## src/rtl/dimming_regs.svh

```systemverilog
// Purpose: Timing counts and fixed values for the single-pin dimming control front end.
// Assumes: A 10 MHz core clock; times are kept in microseconds.
// Notes: Cycle counts are derived from the times, so changing the clock rate moves them all.
`ifndef DIMMING_REGS_SVH
`define DIMMING_REGS_SVH

// Core clock rate in MHz, which is cycles per microsecond.
`define CLK_MHZ 10

// Delay after enable before a low level counts toward one-wire detection.
`define DETECT_DELAY_US 100
`define DETECT_DELAY_CYC (`DETECT_DELAY_US * `CLK_MHZ)
// Low time that must be exceeded to select one-wire mode.
`define DETECT_LOW_US 260
`define DETECT_LOW_CYC (`DETECT_LOW_US * `CLK_MHZ)
// Detection window measured from the enabling rising edge.
`define DETECT_WINDOW_US 1000
`define DETECT_WINDOW_CYC (`DETECT_WINDOW_US * `CLK_MHZ)
// Continuous low time that shuts the block down.
`define SHUTDOWN_LOW_US 2500
`define SHUTDOWN_LOW_CYC (`SHUTDOWN_LOW_US * `CLK_MHZ)
// Longest acknowledge pull-down.
`define ACK_LOW_US 512
`define ACK_LOW_CYC (`ACK_LOW_US * `CLK_MHZ)
// Delay from the closing falling edge to the acknowledge pull-down.
`define ACK_VALID_US 2
`define ACK_VALID_CYC (`ACK_VALID_US * `CLK_MHZ)
// A bit half longer than this abandons the transfer in progress.
`define BIT_TIMEOUT_US 600
`define BIT_TIMEOUT_CYC (`BIT_TIMEOUT_US * `CLK_MHZ)

// Level code after power reset, which is full scale.
`define LEVEL_RESET 5'h1f
// Full-scale reference in millivolts.
`define FULL_SCALE_MV 8'hc8
// Data byte field positions.
`define ACK_FLAG_BIT 7
`define SUB_ADDR_HI_BIT 6
`define SUB_ADDR_LO_BIT 5
// Bits per byte and per transfer.
`define BYTE_BITS 5'h08
`define XFER_BITS 5'h10

`endif

```

## src/rtl/dimming_pkg.sv

```systemverilog
// Purpose: Types shared by the dimming control front end.
// Assumes: Used with package-qualified names only.
// Notes: State codes are one-hot.
package dimming_pkg;

    // Operating mode of the block.
    typedef enum logic [3:0] {
        MODE_OFF    = 4'h1,
        MODE_DETECT = 4'h2,
        MODE_PWM    = 4'h4,
        MODE_WIRE   = 4'h8
    } mode_t;

    // Bit decoder and acknowledge sequencer states.
    typedef enum logic [4:0] {
        DEC_IDLE    = 5'h01,
        DEC_READY   = 5'h02,
        DEC_BIT     = 5'h04,
        DEC_ACKWAIT = 5'h08,
        DEC_ACK     = 5'h10
    } dec_t;

endpackage

```

## src/rtl/dimming_ctrl.sv

```systemverilog
// Purpose: Mode detection, PWM chopping and one-wire level programming on one control pin.
// Assumes: The pin is asynchronous; rstn is the power reset of the block.
// Notes: The pin is open drain while acknowledging; the pull-up is outside.
`timescale 1ns/1ns
`default_nettype none
`include "dimming_regs.svh"

module dimming_ctrl #(
    parameter int CNT_W = 16,
    parameter int WINDOW_CYCLES = `DETECT_WINDOW_CYC,
    parameter int SHUTDOWN_CYCLES = `SHUTDOWN_LOW_CYC,
    parameter int ACK_CYCLES = `ACK_LOW_CYC,
    parameter int BIT_TIMEOUT_CYCLES = `BIT_TIMEOUT_CYC,
    parameter logic [7:0] DEV_ADDR = 8'h5a // Arbitrary value; set per product.
) (
    input wire logic clock,
    input wire logic rstn,
    input wire logic ctrl_in, // Control pin level, asynchronous.
    output logic ctrl_out, // Control pin drive value, always low.
    output logic ctrl_oe, // High while the block pulls the pin low.
    output logic enabled, // Block is out of shutdown.
    output logic mode_wire, // One-wire dimming is locked in.
    output logic mode_pwm, // PWM dimming is locked in.
    output logic ref_chop, // Gate of the full-scale reference.
    output logic [7:0] ref_mv, // Reference value ahead of the chopper.
    output logic [4:0] level_code, // Stored level code.
    output logic xfer_ok, // One-cycle pulse: a transfer was taken.
    output logic xfer_err // One-cycle pulse: a transfer was discarded.
);

    // Elaboration-time checks on the counts that the counters must hold.
    if (WINDOW_CYCLES <= `DETECT_DELAY_CYC + `DETECT_LOW_CYC || WINDOW_CYCLES >= 2**CNT_W ||
        SHUTDOWN_CYCLES >= 2**CNT_W || ACK_CYCLES < 1 || ACK_CYCLES >= 2**CNT_W ||
        BIT_TIMEOUT_CYCLES < 4 || BIT_TIMEOUT_CYCLES >= 2**(CNT_W - 1)) begin : g_bad_param
        $error("dimming_ctrl: counts do not fit the counters");
    end

    // Counts at counter width.
    localparam logic [CNT_W-1:0] WIN_C = CNT_W'(WINDOW_CYCLES);
    localparam logic [CNT_W-1:0] SHUT_C = CNT_W'(SHUTDOWN_CYCLES);
    localparam logic [CNT_W-1:0] ACK_C = CNT_W'(ACK_CYCLES);
    // Last timer value of the pull, so the pin is held exactly ACK_CYCLES cycles.
    localparam logic [CNT_W-1:0] ACK_LAST_C = CNT_W'(ACK_CYCLES - 1);
    localparam logic [CNT_W-1:0] TMO_C = CNT_W'(BIT_TIMEOUT_CYCLES);
    localparam logic [CNT_W-1:0] DLY_C = CNT_W'(`DETECT_DELAY_CYC);
    localparam logic [CNT_W-1:0] DLOW_C = CNT_W'(`DETECT_LOW_CYC);
    localparam logic [CNT_W-1:0] VAL_C = CNT_W'(`ACK_VALID_CYC);

    // Saturating increment used by all the timers.
    function automatic logic [CNT_W-1:0] sat_inc(input logic [CNT_W-1:0] v);
        sat_inc = (&v) ? v : v + 1'b1;
    endfunction

    // Pin synchroniser and edge history.
    logic ctrl_meta_r; // First stage, read only by the second.
    logic ctrl_sync_r; // Synchronised pin level.
    logic ctrl_prev_r; // Previous synchronised level.
    always_ff @(posedge clock or negedge rstn) begin
        if (!rstn) begin
            ctrl_meta_r <= 1'b0;
            ctrl_sync_r <= 1'b0;
            ctrl_prev_r <= 1'b0;
        end else begin
            ctrl_meta_r <= ctrl_in;
            ctrl_sync_r <= ctrl_meta_r;
            ctrl_prev_r <= ctrl_sync_r;
        end
    end

    // Edge strobes of the synchronised pin.
    wire logic rise = ctrl_sync_r & ~ctrl_prev_r;
    wire logic fall = ~ctrl_sync_r & ctrl_prev_r;

    // State and timers.
    dimming_pkg::mode_t mode_r, mode_nxt;
    dimming_pkg::dec_t dec_r, dec_nxt;
    logic [CNT_W-1:0] low_run_r; // Consecutive low cycles, for shutdown.
    logic [CNT_W-1:0] win_r; // Cycles since enable, counted during detection only; zero in the other modes.
    logic [CNT_W-1:0] det_low_r; // Low cycles counted after the detection delay.
    logic [CNT_W-1:0] lo_r; // Low part of the current bit.
    logic [CNT_W-1:0] hi_r; // High part of the current bit.
    logic [CNT_W-1:0] tmr_r; // Acknowledge delay and duration timer.
    logic [15:0] shift_r; // Received bits, first bit at the top.
    logic [4:0] bits_r; // Bits received in this transfer.
    logic bad_r; // A bit with an unclear ratio was seen.
    logic [4:0] level_r; // Stored level code.

    // Shutdown after a long low, from any enabled state.
    wire logic shut = (low_run_r == SHUT_C);

    // One-wire detection: low beyond the detect time inside the window.
    wire logic det_hit = (det_low_r > DLOW_C) && (win_r < WIN_C);
    wire logic win_end = (win_r >= WIN_C);

    // Mode selection; once chosen it holds until shutdown.
    always_comb begin
        mode_nxt = mode_r;
        case (mode_r)
            dimming_pkg::MODE_OFF: begin
                if (rise) begin
                    mode_nxt = dimming_pkg::MODE_DETECT;
                end
            end
            dimming_pkg::MODE_DETECT: begin
                if (det_hit) begin
                    mode_nxt = dimming_pkg::MODE_WIRE;
                end else if (win_end) begin
                    mode_nxt = dimming_pkg::MODE_PWM;
                end
            end
            dimming_pkg::MODE_PWM, dimming_pkg::MODE_WIRE: begin
                mode_nxt = mode_r;
            end
            default: begin
                mode_nxt = dimming_pkg::MODE_OFF;
            end
        endcase
        if (shut) begin
            mode_nxt = dimming_pkg::MODE_OFF;
        end
    end

    // Bit decision at the falling edge that closes a bit.
    wire logic [CNT_W:0] lo2 = {lo_r, 1'b0};
    wire logic [CNT_W:0] hi2 = {hi_r, 1'b0};
    wire logic bit_one = ({1'b0, hi_r} >= lo2);
    wire logic bit_zero = ({1'b0, lo_r} >= hi2);
    wire logic [15:0] word = {shift_r[14:0], bit_one};
    wire logic [4:0] bits_inc = bits_r + 5'h01;
    wire logic bit_timeout = (lo_r >= TMO_C) || (hi_r >= TMO_C);

    // Transfer check on the sixteenth bit.
    wire logic bad_now = bad_r | ~(bit_one | bit_zero);
    wire logic last_bit = (dec_r == dimming_pkg::DEC_BIT) && fall && (bits_inc == `XFER_BITS);
    wire logic xfer_good = (word[15:8] == DEV_ADDR) && !word[`SUB_ADDR_HI_BIT] &&
        !word[`SUB_ADDR_LO_BIT] && !bad_now;
    wire logic take = last_bit && xfer_good;
    wire logic ack_req = take && word[`ACK_FLAG_BIT];
    wire logic drop = (last_bit && !xfer_good) ||
        ((dec_r == dimming_pkg::DEC_BIT) && bit_timeout && bits_r != 5'h00);

    // Bit decoder and acknowledge sequencer, live only in one-wire mode.
    always_comb begin
        dec_nxt = dec_r;
        case (dec_r)
            dimming_pkg::DEC_IDLE: begin
                if (ctrl_sync_r) begin
                    dec_nxt = dimming_pkg::DEC_READY; // Start condition seen.
                end
            end
            dimming_pkg::DEC_READY: begin
                if (fall) begin
                    dec_nxt = dimming_pkg::DEC_BIT;
                end
            end
            dimming_pkg::DEC_BIT: begin
                if (last_bit) begin
                    dec_nxt = ack_req ? dimming_pkg::DEC_ACKWAIT : dimming_pkg::DEC_IDLE;
                end else if (fall && bits_inc == `BYTE_BITS) begin
                    dec_nxt = dimming_pkg::DEC_IDLE; // End of stream closed the byte.
                end else if (bit_timeout) begin
                    dec_nxt = dimming_pkg::DEC_IDLE;
                end
            end
            dimming_pkg::DEC_ACKWAIT: begin
                if (tmr_r >= VAL_C) begin
                    dec_nxt = dimming_pkg::DEC_ACK;
                end
            end
            dimming_pkg::DEC_ACK: begin
                if (tmr_r >= ACK_LAST_C) begin
                    dec_nxt = dimming_pkg::DEC_IDLE;
                end
            end
            default: begin
                dec_nxt = dimming_pkg::DEC_IDLE;
            end
        endcase
        if (mode_r != dimming_pkg::MODE_WIRE && mode_nxt != dimming_pkg::MODE_WIRE) begin
            dec_nxt = dimming_pkg::DEC_IDLE;
        end
        if (shut) begin
            dec_nxt = dimming_pkg::DEC_IDLE;
        end
    end

    // State registers.
    always_ff @(posedge clock or negedge rstn) begin
        if (!rstn) begin
            mode_r <= dimming_pkg::MODE_OFF;
            dec_r <= dimming_pkg::DEC_IDLE;
        end else begin
            mode_r <= mode_nxt;
            dec_r <= dec_nxt;
        end
    end

    // Shutdown and detection timers.
    always_ff @(posedge clock or negedge rstn) begin
        if (!rstn) begin
            low_run_r <= '0;
            win_r <= '0;
            det_low_r <= '0;
        end else begin
            low_run_r <= ctrl_sync_r ? '0 : sat_inc(low_run_r);
            win_r <= (mode_r == dimming_pkg::MODE_DETECT) ? sat_inc(win_r) : '0;
            det_low_r <= (mode_r == dimming_pkg::MODE_DETECT && !ctrl_sync_r && win_r >= DLY_C)
                ? sat_inc(det_low_r) : '0;
        end
    end

    // Bit half timers, restarted by every falling edge.
    wire logic in_bit = (dec_r == dimming_pkg::DEC_BIT) && !fall;
    always_ff @(posedge clock or negedge rstn) begin
        if (!rstn) begin
            lo_r <= '0;
            hi_r <= '0;
        end else begin
            lo_r <= (in_bit && !ctrl_sync_r) ? sat_inc(lo_r) : (in_bit ? lo_r : '0);
            hi_r <= (in_bit && ctrl_sync_r) ? sat_inc(hi_r) : (in_bit ? hi_r : '0);
        end
    end

    // Received bits and transfer bookkeeping.
    wire logic bit_done = (dec_r == dimming_pkg::DEC_BIT) && fall;
    wire logic xfer_clear = drop || last_bit || (dec_r != dimming_pkg::DEC_BIT &&
        bits_r == 5'h00) || mode_r != dimming_pkg::MODE_WIRE;
    always_ff @(posedge clock or negedge rstn) begin
        if (!rstn) begin
            shift_r <= 16'h0000;
            bits_r <= 5'h00;
            bad_r <= 1'b0;
        end else if (xfer_clear) begin
            shift_r <= 16'h0000;
            bits_r <= 5'h00;
            bad_r <= 1'b0;
        end else if (bit_done) begin
            shift_r <= word;
            bits_r <= bits_inc;
            bad_r <= bad_now;
        end
    end

    // Acknowledge timer counts within the wait and pull phases.
    wire logic ack_phase = (dec_r == dimming_pkg::DEC_ACKWAIT) || (dec_r == dimming_pkg::DEC_ACK);
    always_ff @(posedge clock or negedge rstn) begin
        if (!rstn) begin
            tmr_r <= '0;
        end else if (ack_phase && dec_nxt == dec_r) begin
            tmr_r <= sat_inc(tmr_r);
        end else begin
            tmr_r <= '0;
        end
    end

    // Stored level: only a good transfer or power reset changes it.
    always_ff @(posedge clock or negedge rstn) begin
        if (!rstn) begin
            level_r <= `LEVEL_RESET;
        end else if (take) begin
            level_r <= word[4:0];
        end
    end

    // Registered pin and status outputs.
    always_ff @(posedge clock or negedge rstn) begin
        if (!rstn) begin
            ctrl_out <= 1'b0;
            ctrl_oe <= 1'b0;
            enabled <= 1'b0;
            mode_wire <= 1'b0;
            mode_pwm <= 1'b0;
            ref_chop <= 1'b0;
            level_code <= `LEVEL_RESET;
            xfer_ok <= 1'b0;
            xfer_err <= 1'b0;
        end else begin
            ctrl_out <= 1'b0;
            ctrl_oe <= (dec_nxt == dimming_pkg::DEC_ACK);
            enabled <= (mode_nxt != dimming_pkg::MODE_OFF);
            mode_wire <= (mode_nxt == dimming_pkg::MODE_WIRE);
            mode_pwm <= (mode_nxt == dimming_pkg::MODE_PWM);
            // PWM and detection follow the pin; one-wire holds the reference on.
            ref_chop <= (mode_nxt == dimming_pkg::MODE_WIRE) ||
                ((mode_nxt != dimming_pkg::MODE_OFF) && ctrl_sync_r);
            level_code <= take ? word[4:0] : level_r;
            xfer_ok <= take;
            xfer_err <= drop;
        end
    end

    // Reference value: full scale outside one-wire mode, else the stored level.
    level_ref_table u_table (
        .clock(clock),
        .rstn(rstn),
        .code(level_r),
        .full_scale(mode_r != dimming_pkg::MODE_WIRE),
        .mv_r(ref_mv)
    );

endmodule // dimming_ctrl
`default_nettype wire

```

## src/rtl/level_ref_table.sv

```systemverilog
// Purpose: Turns the stored level code into a reference value in millivolts.
// Assumes: Code and select come from logic on the same clock.
// Notes: The result is registered, so it follows its inputs by one cycle.
`timescale 1ns/1ns
`default_nettype none
`include "dimming_regs.svh"

module level_ref_table #(
    parameter logic [7:0] LOW_BASE_MV = 8'h05,
    parameter logic [7:0] LOW_STEP_MV = 8'h03
) (
    input wire logic clock,
    input wire logic rstn,
    input wire logic [4:0] code,
    input wire logic full_scale,
    output logic [7:0] mv_r
);

    // Maps a level code onto its reference value.
    function automatic logic [7:0] code_to_mv(input logic [4:0] c);
        logic [7:0] c8;
        c8 = {3'h0, c};
        if (c8 >= 8'h18) begin
            code_to_mv = 8'h74 + 8'((c8 - 8'h18) * 8'h0c);
        end else if (c8 >= 8'h0d) begin
            code_to_mv = 8'h2c + 8'((c8 - 8'h0d) * 8'h06);
        end else begin
            code_to_mv = LOW_BASE_MV + 8'(c8 * LOW_STEP_MV);
        end
    endfunction

    // Selected value before the output register.
    wire logic [7:0] mv_nxt = full_scale ? `FULL_SCALE_MV : code_to_mv(code);

    // Output register, full scale after reset.
    always_ff @(posedge clock or negedge rstn) begin
        if (!rstn) begin
            mv_r <= `FULL_SCALE_MV;
        end else begin
            mv_r <= mv_nxt;
        end
    end

endmodule // level_ref_table
`default_nettype wire

```

## config.mk

```make
export PLATFORM = sky130hd
export DESIGN_NAME = dimming_ctrl
export DESIGN_NICKNAME = d
export VERILOG_FILES = /design/src/rtl/dimming_pkg.sv /design/src/rtl/dimming_ctrl.sv /design/src/rtl/level_ref_table.sv
export VERILOG_INCLUDE_DIRS = /design/src /design/src/rtl
export SDC_FILE = /design/constraint.sdc
export NUM_CORES = 1
export LEC_CHECK = 0
export ABC_AREA = 1
export BUFFER_PORTS_ARGS = -buffer_cell sky130_fd_sc_hd__buf_2
export CAP_MARGIN = 0
export CORE_MARGIN = 4
export CORE_UTILIZATION = 35
export CTS_BUF_LIST = sky130_fd_sc_hd__clkbuf_4
export CTS_CLUSTER_SIZE = 40
export DETAILED_ROUTE_END_ITERATION = 10
export PLACE_DENSITY = 0.5
export SKIP_CTS_REPAIR_TIMING = 1
export SYNTH_ARGS = -nofsm -noshare
export SYNTH_HDL_FRONTEND = slang
export SYNTH_SLANG_ARGS = --single-unit
```

## constraint.sdc

```tcl
create_clock -name clock -period 4.7 [get_ports clock]
set_input_delay 0.235 -clock clock [delete_from_list [all_inputs] [get_ports clock]]
set_output_delay 0.235 -clock clock [all_outputs]
set_load 0.1 [all_outputs]
```

==> results_dict.tcl, run 1 <==
set metrics [dict create \
    synth_area_per_cell_um2 7.77 \
    drive_gt1_share_pct 8.79 \
    synth-compound-area-share_pct 13.5 \
    async_flop_share_pct 100 \
    syn_inst 1202 \
    p_per_area_mw_per_mm2 238 \
    seq_area_mm2 0.00374 \
    clock_tree.buffer_depth 2 \
    portBuffers 22 \
    status "completed" \
    rrSetupSlack_ns 1.67 \
    p_leak_nw 4.60 \
    layout.cells.most_common_list "206 x nand2_1, 197 x inv_1, 139 x dfrtp_1, 104 x nor2_1, 90 x a21oi_1" \
    placement_rows 59 \
    htree_num_levels 4 \
    cts_made_buffers 17 \
    routed_wl_mm 21.7 \
    cts_tree "built" \
    fin_skew_ns 0.0236 \
    period_needed_ns 3.03 \
    fillers 2773 \
    die_area_mm2 0.0294 \
    r2r_start "ctrl_sync_r" \
    yosys.area_share.adder_pct 9.35 \
    tns_ns 0 \
    synth_flop_cell "dfrtp_1" \
    ys_warn_count 0 \
    crit_end "shift_r[1]" \
    ir_worst_vdd_mv 0.136 \
    multi_input_area_mm2 0.00478 \
    placed_area_mm2 0.00985 \
    grt_max_degree 74 \
    first_pass_iters 5 \
    grt_pass1_wl_mm 37.6 \
    rsz0062_at_grt "false" \
    setup_violations 0 \
    slew-limit-headroom_pct 53.4 \
    synth.ff_latch_count 149 \
    muxShareOfSynthArea_pct 0 \
    vias_per_cell 4.89 \
    clk_pin_slew_ns 0.14 \
    layout_commonest_cell "nand2_1" \
    whs_ns 0.282 \
    cts_root_buffer "clkbuf_4" \
    seq_area_frac_synth_pct 40.0 \
    clk_latency_ns 0.55 \
    grt_usage_pct 15.6 \
    drt-initial-drc-count 532 \
    crit_start "ctrl_sync_r" \
    reg2reg_to "shift_r[1]" \
    hpwlAfterDp_mm 16.3 \
    num_io_pins 24 \
    crit_arrival_ns 3.45 \
    num_vias 7753 \
    worst_pin_slew_ns 0.699 \
    die_y_um 171 \
    finalCritPeriodShare_pct 64.5 \
    ff2ff_path_depth 10 \
    grt_pass1_vias 7652 \
    synth_top_family_by_area "simple AND/OR/NAND/NOR gates" \
    synth_edf_count 0 \
    cp_max_fo 23 \
    worstSetupStartpointType "flop" \
    ant_nets 0 \
    wire_per_inst_um 13.7 \
    grt-ovfl-total 0 \
    hp-class "in2async" \
    yosys.area_share.simple_pct 25.7 \
    nNetsFinal 1309 \
    antenna_found_initial 1 \
    clock-sinks 149 \
    start_util_pct 35.8 \
    maxSlewViolCount 0 \
    core_area_mm2 0.0261 \
    die_w_um 171 \
    yosysUniqueCellTypes 57 \
    synth_xor_area_share_pct 2.44 \
    cap_viol_max_count 0 \
    syn_area_mm2 0.00934 \
    drcViolationCount 0 \
    final_cell_area_mm2 0.0102 \
    critPathRequiredTime_ns 5.12 \
    hold_viol_final 0 \
    cp-end-kind "flop" \
    syn_to_final_growth_pct 8.85 \
    place_congestion 0.886 \
    path_class "reg2reg" \
    max_freq_mhz 330 \
]
power breakdown:
part	internal (mW)	total, mW	switching (mW)
Sequential	1.31	1.33	0.0202
Combinational	0.0423	0.224	0.182
Clock	0.379	0.863	0.484
worst min path at each step:
stage / from / endpoint / slack [ns] / cells past startpoint
3_3_place_gp: rstn / det_low_r[13] / 0.33 / 1
5_1_grt: ctrl_in / ctrl_meta_r / 0.28 / 2
2_1_floorplan: rstn / bad_r / -0.06 / 0
3_5_place_dp: rstn / win_r[3] / 0.33 / 1
6_report: rstn / det_low_r[6] / 0.28 / 2
4_1_cts: rstn / ctrl_meta_r / -0.31 / 1
area by class of cell:
| cell class | count | share of cell area [%] |
|---|---|---|
| multi-input combinational | 838 | 47.0 |
| sequential | 149 | 36.8 |
| inverter | 205 | 7.57 |
| tap | 335 | 4.12 |
| timing repair buffer | 27 | 1.56 |
| clock inverter | 13 | 1.55 |
| clock buffer | 19 | 1.40 |
| antenna | 1 | 0.0246 |
cells by family after synthesis:
| kind of cell | after synthesis |
|---|---|
| other cells | 1 |
| flops | 149 |
| compound gates | 223 |
| buf+inv | 218 |
| xor+xnor | 26 |
| fa+ha+maj | 68 |
| simple gates | 517 |
cells in the mapped netlist (15+ instances only):
master / number / area share, %
a21oi_1: 90 / 4.8
dfrtp_1: 139 / 37
ha_1: 65 / 8.7
inv_1: 197 / 7.9
nand2_1: 206 / 8.3
nand3_1: 83 / 4.4
nand4_1: 26 / 1.7
nor2_1: 104 / 4.2
nor2_2: 15 / 1.0
nor3_1: 43 / 2.3
nor4_1: 15 / 1.0
o21ai_0: 75 / 4.0
xor2_1: 21 / 2.0
through the flow:
| step | utilization, % | setup slack, ns | power [mW] | cells |
|---|---|---|---|---|
| after detailed placement | 37.7 | 1.63 | 1.59 | 1552 |
| after global placement | 37.7 | 1.76 | 1.59 | 1552 |
| final | 38.9 | 1.67 | 2.42 | 1587 |
| after floorplan | - | 1.45 | 1.52 | 1205 |
| after global routing | 38.9 | 1.23 | 2.54 | 1587 |
| after CTS | 38.8 | 1.60 | 2.47 | 1584 |
sequential cells by signal, summed over array words and instances (netlist names), 4 cells and up:
register      cells
u_table.mv_r      8
level_code        5
hi_r             16
det_low_r        16
bits_r            5
lo_r             16
mode_r            4
win_r            16
shift_r          15
low_run_r        16
tmr_r            16
dec_r             5
per-layer routing:
metal  part of all wire (%)  up-vias  GRT usage, %
li1                       -     4072             -
met1                     53     3592          22.9
met2                     44       73          24.1
met3                    2.2       16          2.78
met4                    1.2        0          3.58
met5                      0        -             0
critical path: stages, from the launching register on:
cell	delay [ns]
dfrtp_1	0.57
inv_2	0.33
nand2_1	0.22
nor2_4	0.46
nand2_2	0.14
nor3_4	0.21
inv_1	0.08
nand3_2	0.17
inv_1	0.23
nand2_1	0.34
o21ai_0	0.15
Power figures use the tool's default switching activity.
==> run 2, diff against run 1 <==
- clock period: 4.7 -> 2.8 ns (I/O delays scaled with it)
==> run 2 against run 1 <==
Effect of this change:
- critical endpoint is now u_table.mv_r[6]
- clock-buffer cell count fell by 1
- critical path depth rose by 4
- fmax rose by 12%
==> results_dict.tcl, run 2 (same netlist as run 1, synthesis figures left out) <==
set metrics [dict create \
    hold_viol_final 0 \
    sequentialPowerShare_pct 54.2 \
    max_freq_mhz 369 \
    drcViolationCount 0 \
    fillers 2705 \
    p_leak_nw 4.83 \
    netSwitchingFraction_pct 29.2 \
    cp_max_fo 4 \
    nNetsFinal 1348 \
    crit_start "level_code[1]" \
    cp_cell_sequence "clkinvlp_4 > buf_6 > ha_4 > inv_4 > fa_1 > inv_1 > ha_2 > or2_4 > nand2_2 > xor2_1 > nand2_1 > nand2_1 > nand2_1 > o211ai_1" \
    cap_viol_max_count 0 \
    worstSetupStartpointType "flop" \
    status "completed" \
    clock_tree.buffer_depth 2 \
    multi_input_area_mm2 0.00488 \
    crit_path_top_delay_cell "dfstp_4" \
    p_clk_share_pct 36.4 \
    die_w_um 171 \
    num_vias 7990 \
    placement_rows 59 \
    drt-initial-drc-count 530 \
    finalCritPeriodShare_pct 96.9 \
    period_needed_ns 2.71 \
    crit_top_cell "nand2_1" \
    whs_ns 0.129 \
    first_pass_iters 6 \
    grt_max_degree 70 \
    grt-ovfl-total 0 \
    p_sw_mw 1.20 \
    clock-sinks 149 \
    ant_nets 0 \
    antenna_found_initial 1 \
    cts_root_buffer "clkbuf_4" \
    num_io_pins 24 \
    grt_pass1_wl_mm 38.1 \
    wl_met3_um 646 \
    fin_skew_ns 0.0224 \
    wire_per_inst_um 13.7 \
    crit_arrival_ns 3.19 \
    worst_pin_slew_ns 0.689 \
    cts_made_buffers 17 \
    layout.cells.most_common_list "202 x nand2_1, 193 x inv_1, 133 x dfrtp_1, 102 x nor2_1, 87 x a21oi_1" \
    met2_length_mm 10.1 \
    grt_usage_pct 15.8 \
    syn_to_final_growth_pct 13.8 \
    portBuffers 22 \
    vias_per_cell 4.91 \
    clk_latency_ns 0.56 \
    setup_violations 0 \
    grt_pass1_vias 7683 \
    clk_pin_slew_ns 0.14 \
    cp-end-kind "flop" \
    tns_ns 0 \
    hpwlAfterDp_mm 16.8 \
    die_y_um 171 \
    r2r_start "level_code[1]" \
    slew-limit-headroom_pct 54.0 \
    p_int_mw 2.92 \
    top_layer_used "met4" \
    rsz0062_at_grt "true" \
    wl_met1_mm 11.4 \
    power_mw 4.12 \
    core_area_mm2 0.0261 \
    hp-class "in2async" \
    max_stage_delay_ns 0.66 \
    final_cells 1626 \
    critPathRequiredTime_ns 3.27 \
    ir_worst_vdd_mv 0.230 \
    routed_wl_mm 22.3 \
    path_class "reg2reg" \
    p_comb_share_pct 9.4 \
    place_congestion 0.841 \
    start_util_pct 35.8 \
    placed_cells 1575 \
    drive_gt1_share_pct 13.5 \
    maxSlewViolCount 0 \
    die_area_mm2 0.0294 \
    seq_area_mm2 0.00376 \
    p_per_area_mw_per_mm2 388 \
    htree_num_levels 4 \
    cts_tree "built" \
    layout_commonest_cell "nand2_1" \
]
-- run 2: cell types whose count changed in the layout (fill, tap and decap cells not counted), sizes merged --
cell    change
buf        +39
clkbuf      -1
clkinv      +1
-- run 2: power by group through the flow --
stage          Sequential [mW]  Clock (mW)  Combinational, mW
6_report                  2.24        1.50              0.386
4_1_cts                   2.24        1.58              0.392
3_3_place_gp              2.28           0              0.393
5_1_grt                   2.24        1.66              0.433
3_5_place_dp              2.28           0              0.392
2_1_floorplan             2.41           0              0.135
-- run 2: final cells by class --
| cell class | instances | area share (%) |
|---|---|---|
| Inverter | 205 | 7.33 |
| Multi-Input combinational cell | 838 | 45.9 |
| Clock inverter | 14 | 1.65 |
| Antenna cell | 1 | 0.0235 |
| Timing Repair Buffer | 66 | 4.55 |
| Sequential cell | 149 | 35.3 |
| Clock buffer | 18 | 1.27 |
| Tap cell | 335 | 3.94 |
-- run 2: final timing paths --
kind / to / slack (ns) / cells after the start
worst min register to register: ctrl_sync_r / 0.38 / 0
worst min-delay path: det_low_r[14] / 0.13 / 2
worst max-delay path: u_table.mv_r[6] / 0.09 / 14
min in group clock: ctrl_meta_r / 0.23 / 2
max in group asynchronous: lo_r[8] / 1.90 / 3
worst max register to register: u_table.mv_r[6] / 0.09 / 14
-- run 2: worst max-delay path: cells and delay by family, from the launching register on --
kind                     cells  cell delay (ns)
AO/OA/AOI/OAI                1             0.08
XOR/XNOR                     1             0.13
adder cells (fa/ha/maj)      3             0.97
buffers and inverters        4             0.35
flip-flops                   1             0.66
AND/OR/NAND/NOR              5             0.46
-- run 2: stage by stage --
step / instance area [µm²] / utilization, % / worst slack, ns
final: 10600 / 40.7 / 0.0877
after detailed placement: 10100 / 38.7 / 0.134
after floorplan: 9430 / - / -0.103
after global routing: 10600 / 40.7 / -0.0729
after global placement: 10100 / 38.7 / 0.151
after CTS: 10400 / 39.9 / 0.0734
-- run 2: metal layers --
metal / up-vias / GRT usage [%]
met5: - / 0
met2: 87 / 25.1
met1: 3734 / 22.9
met4: 0 / 2.93
li1: 4153 / -
met3: 16 / 3.01
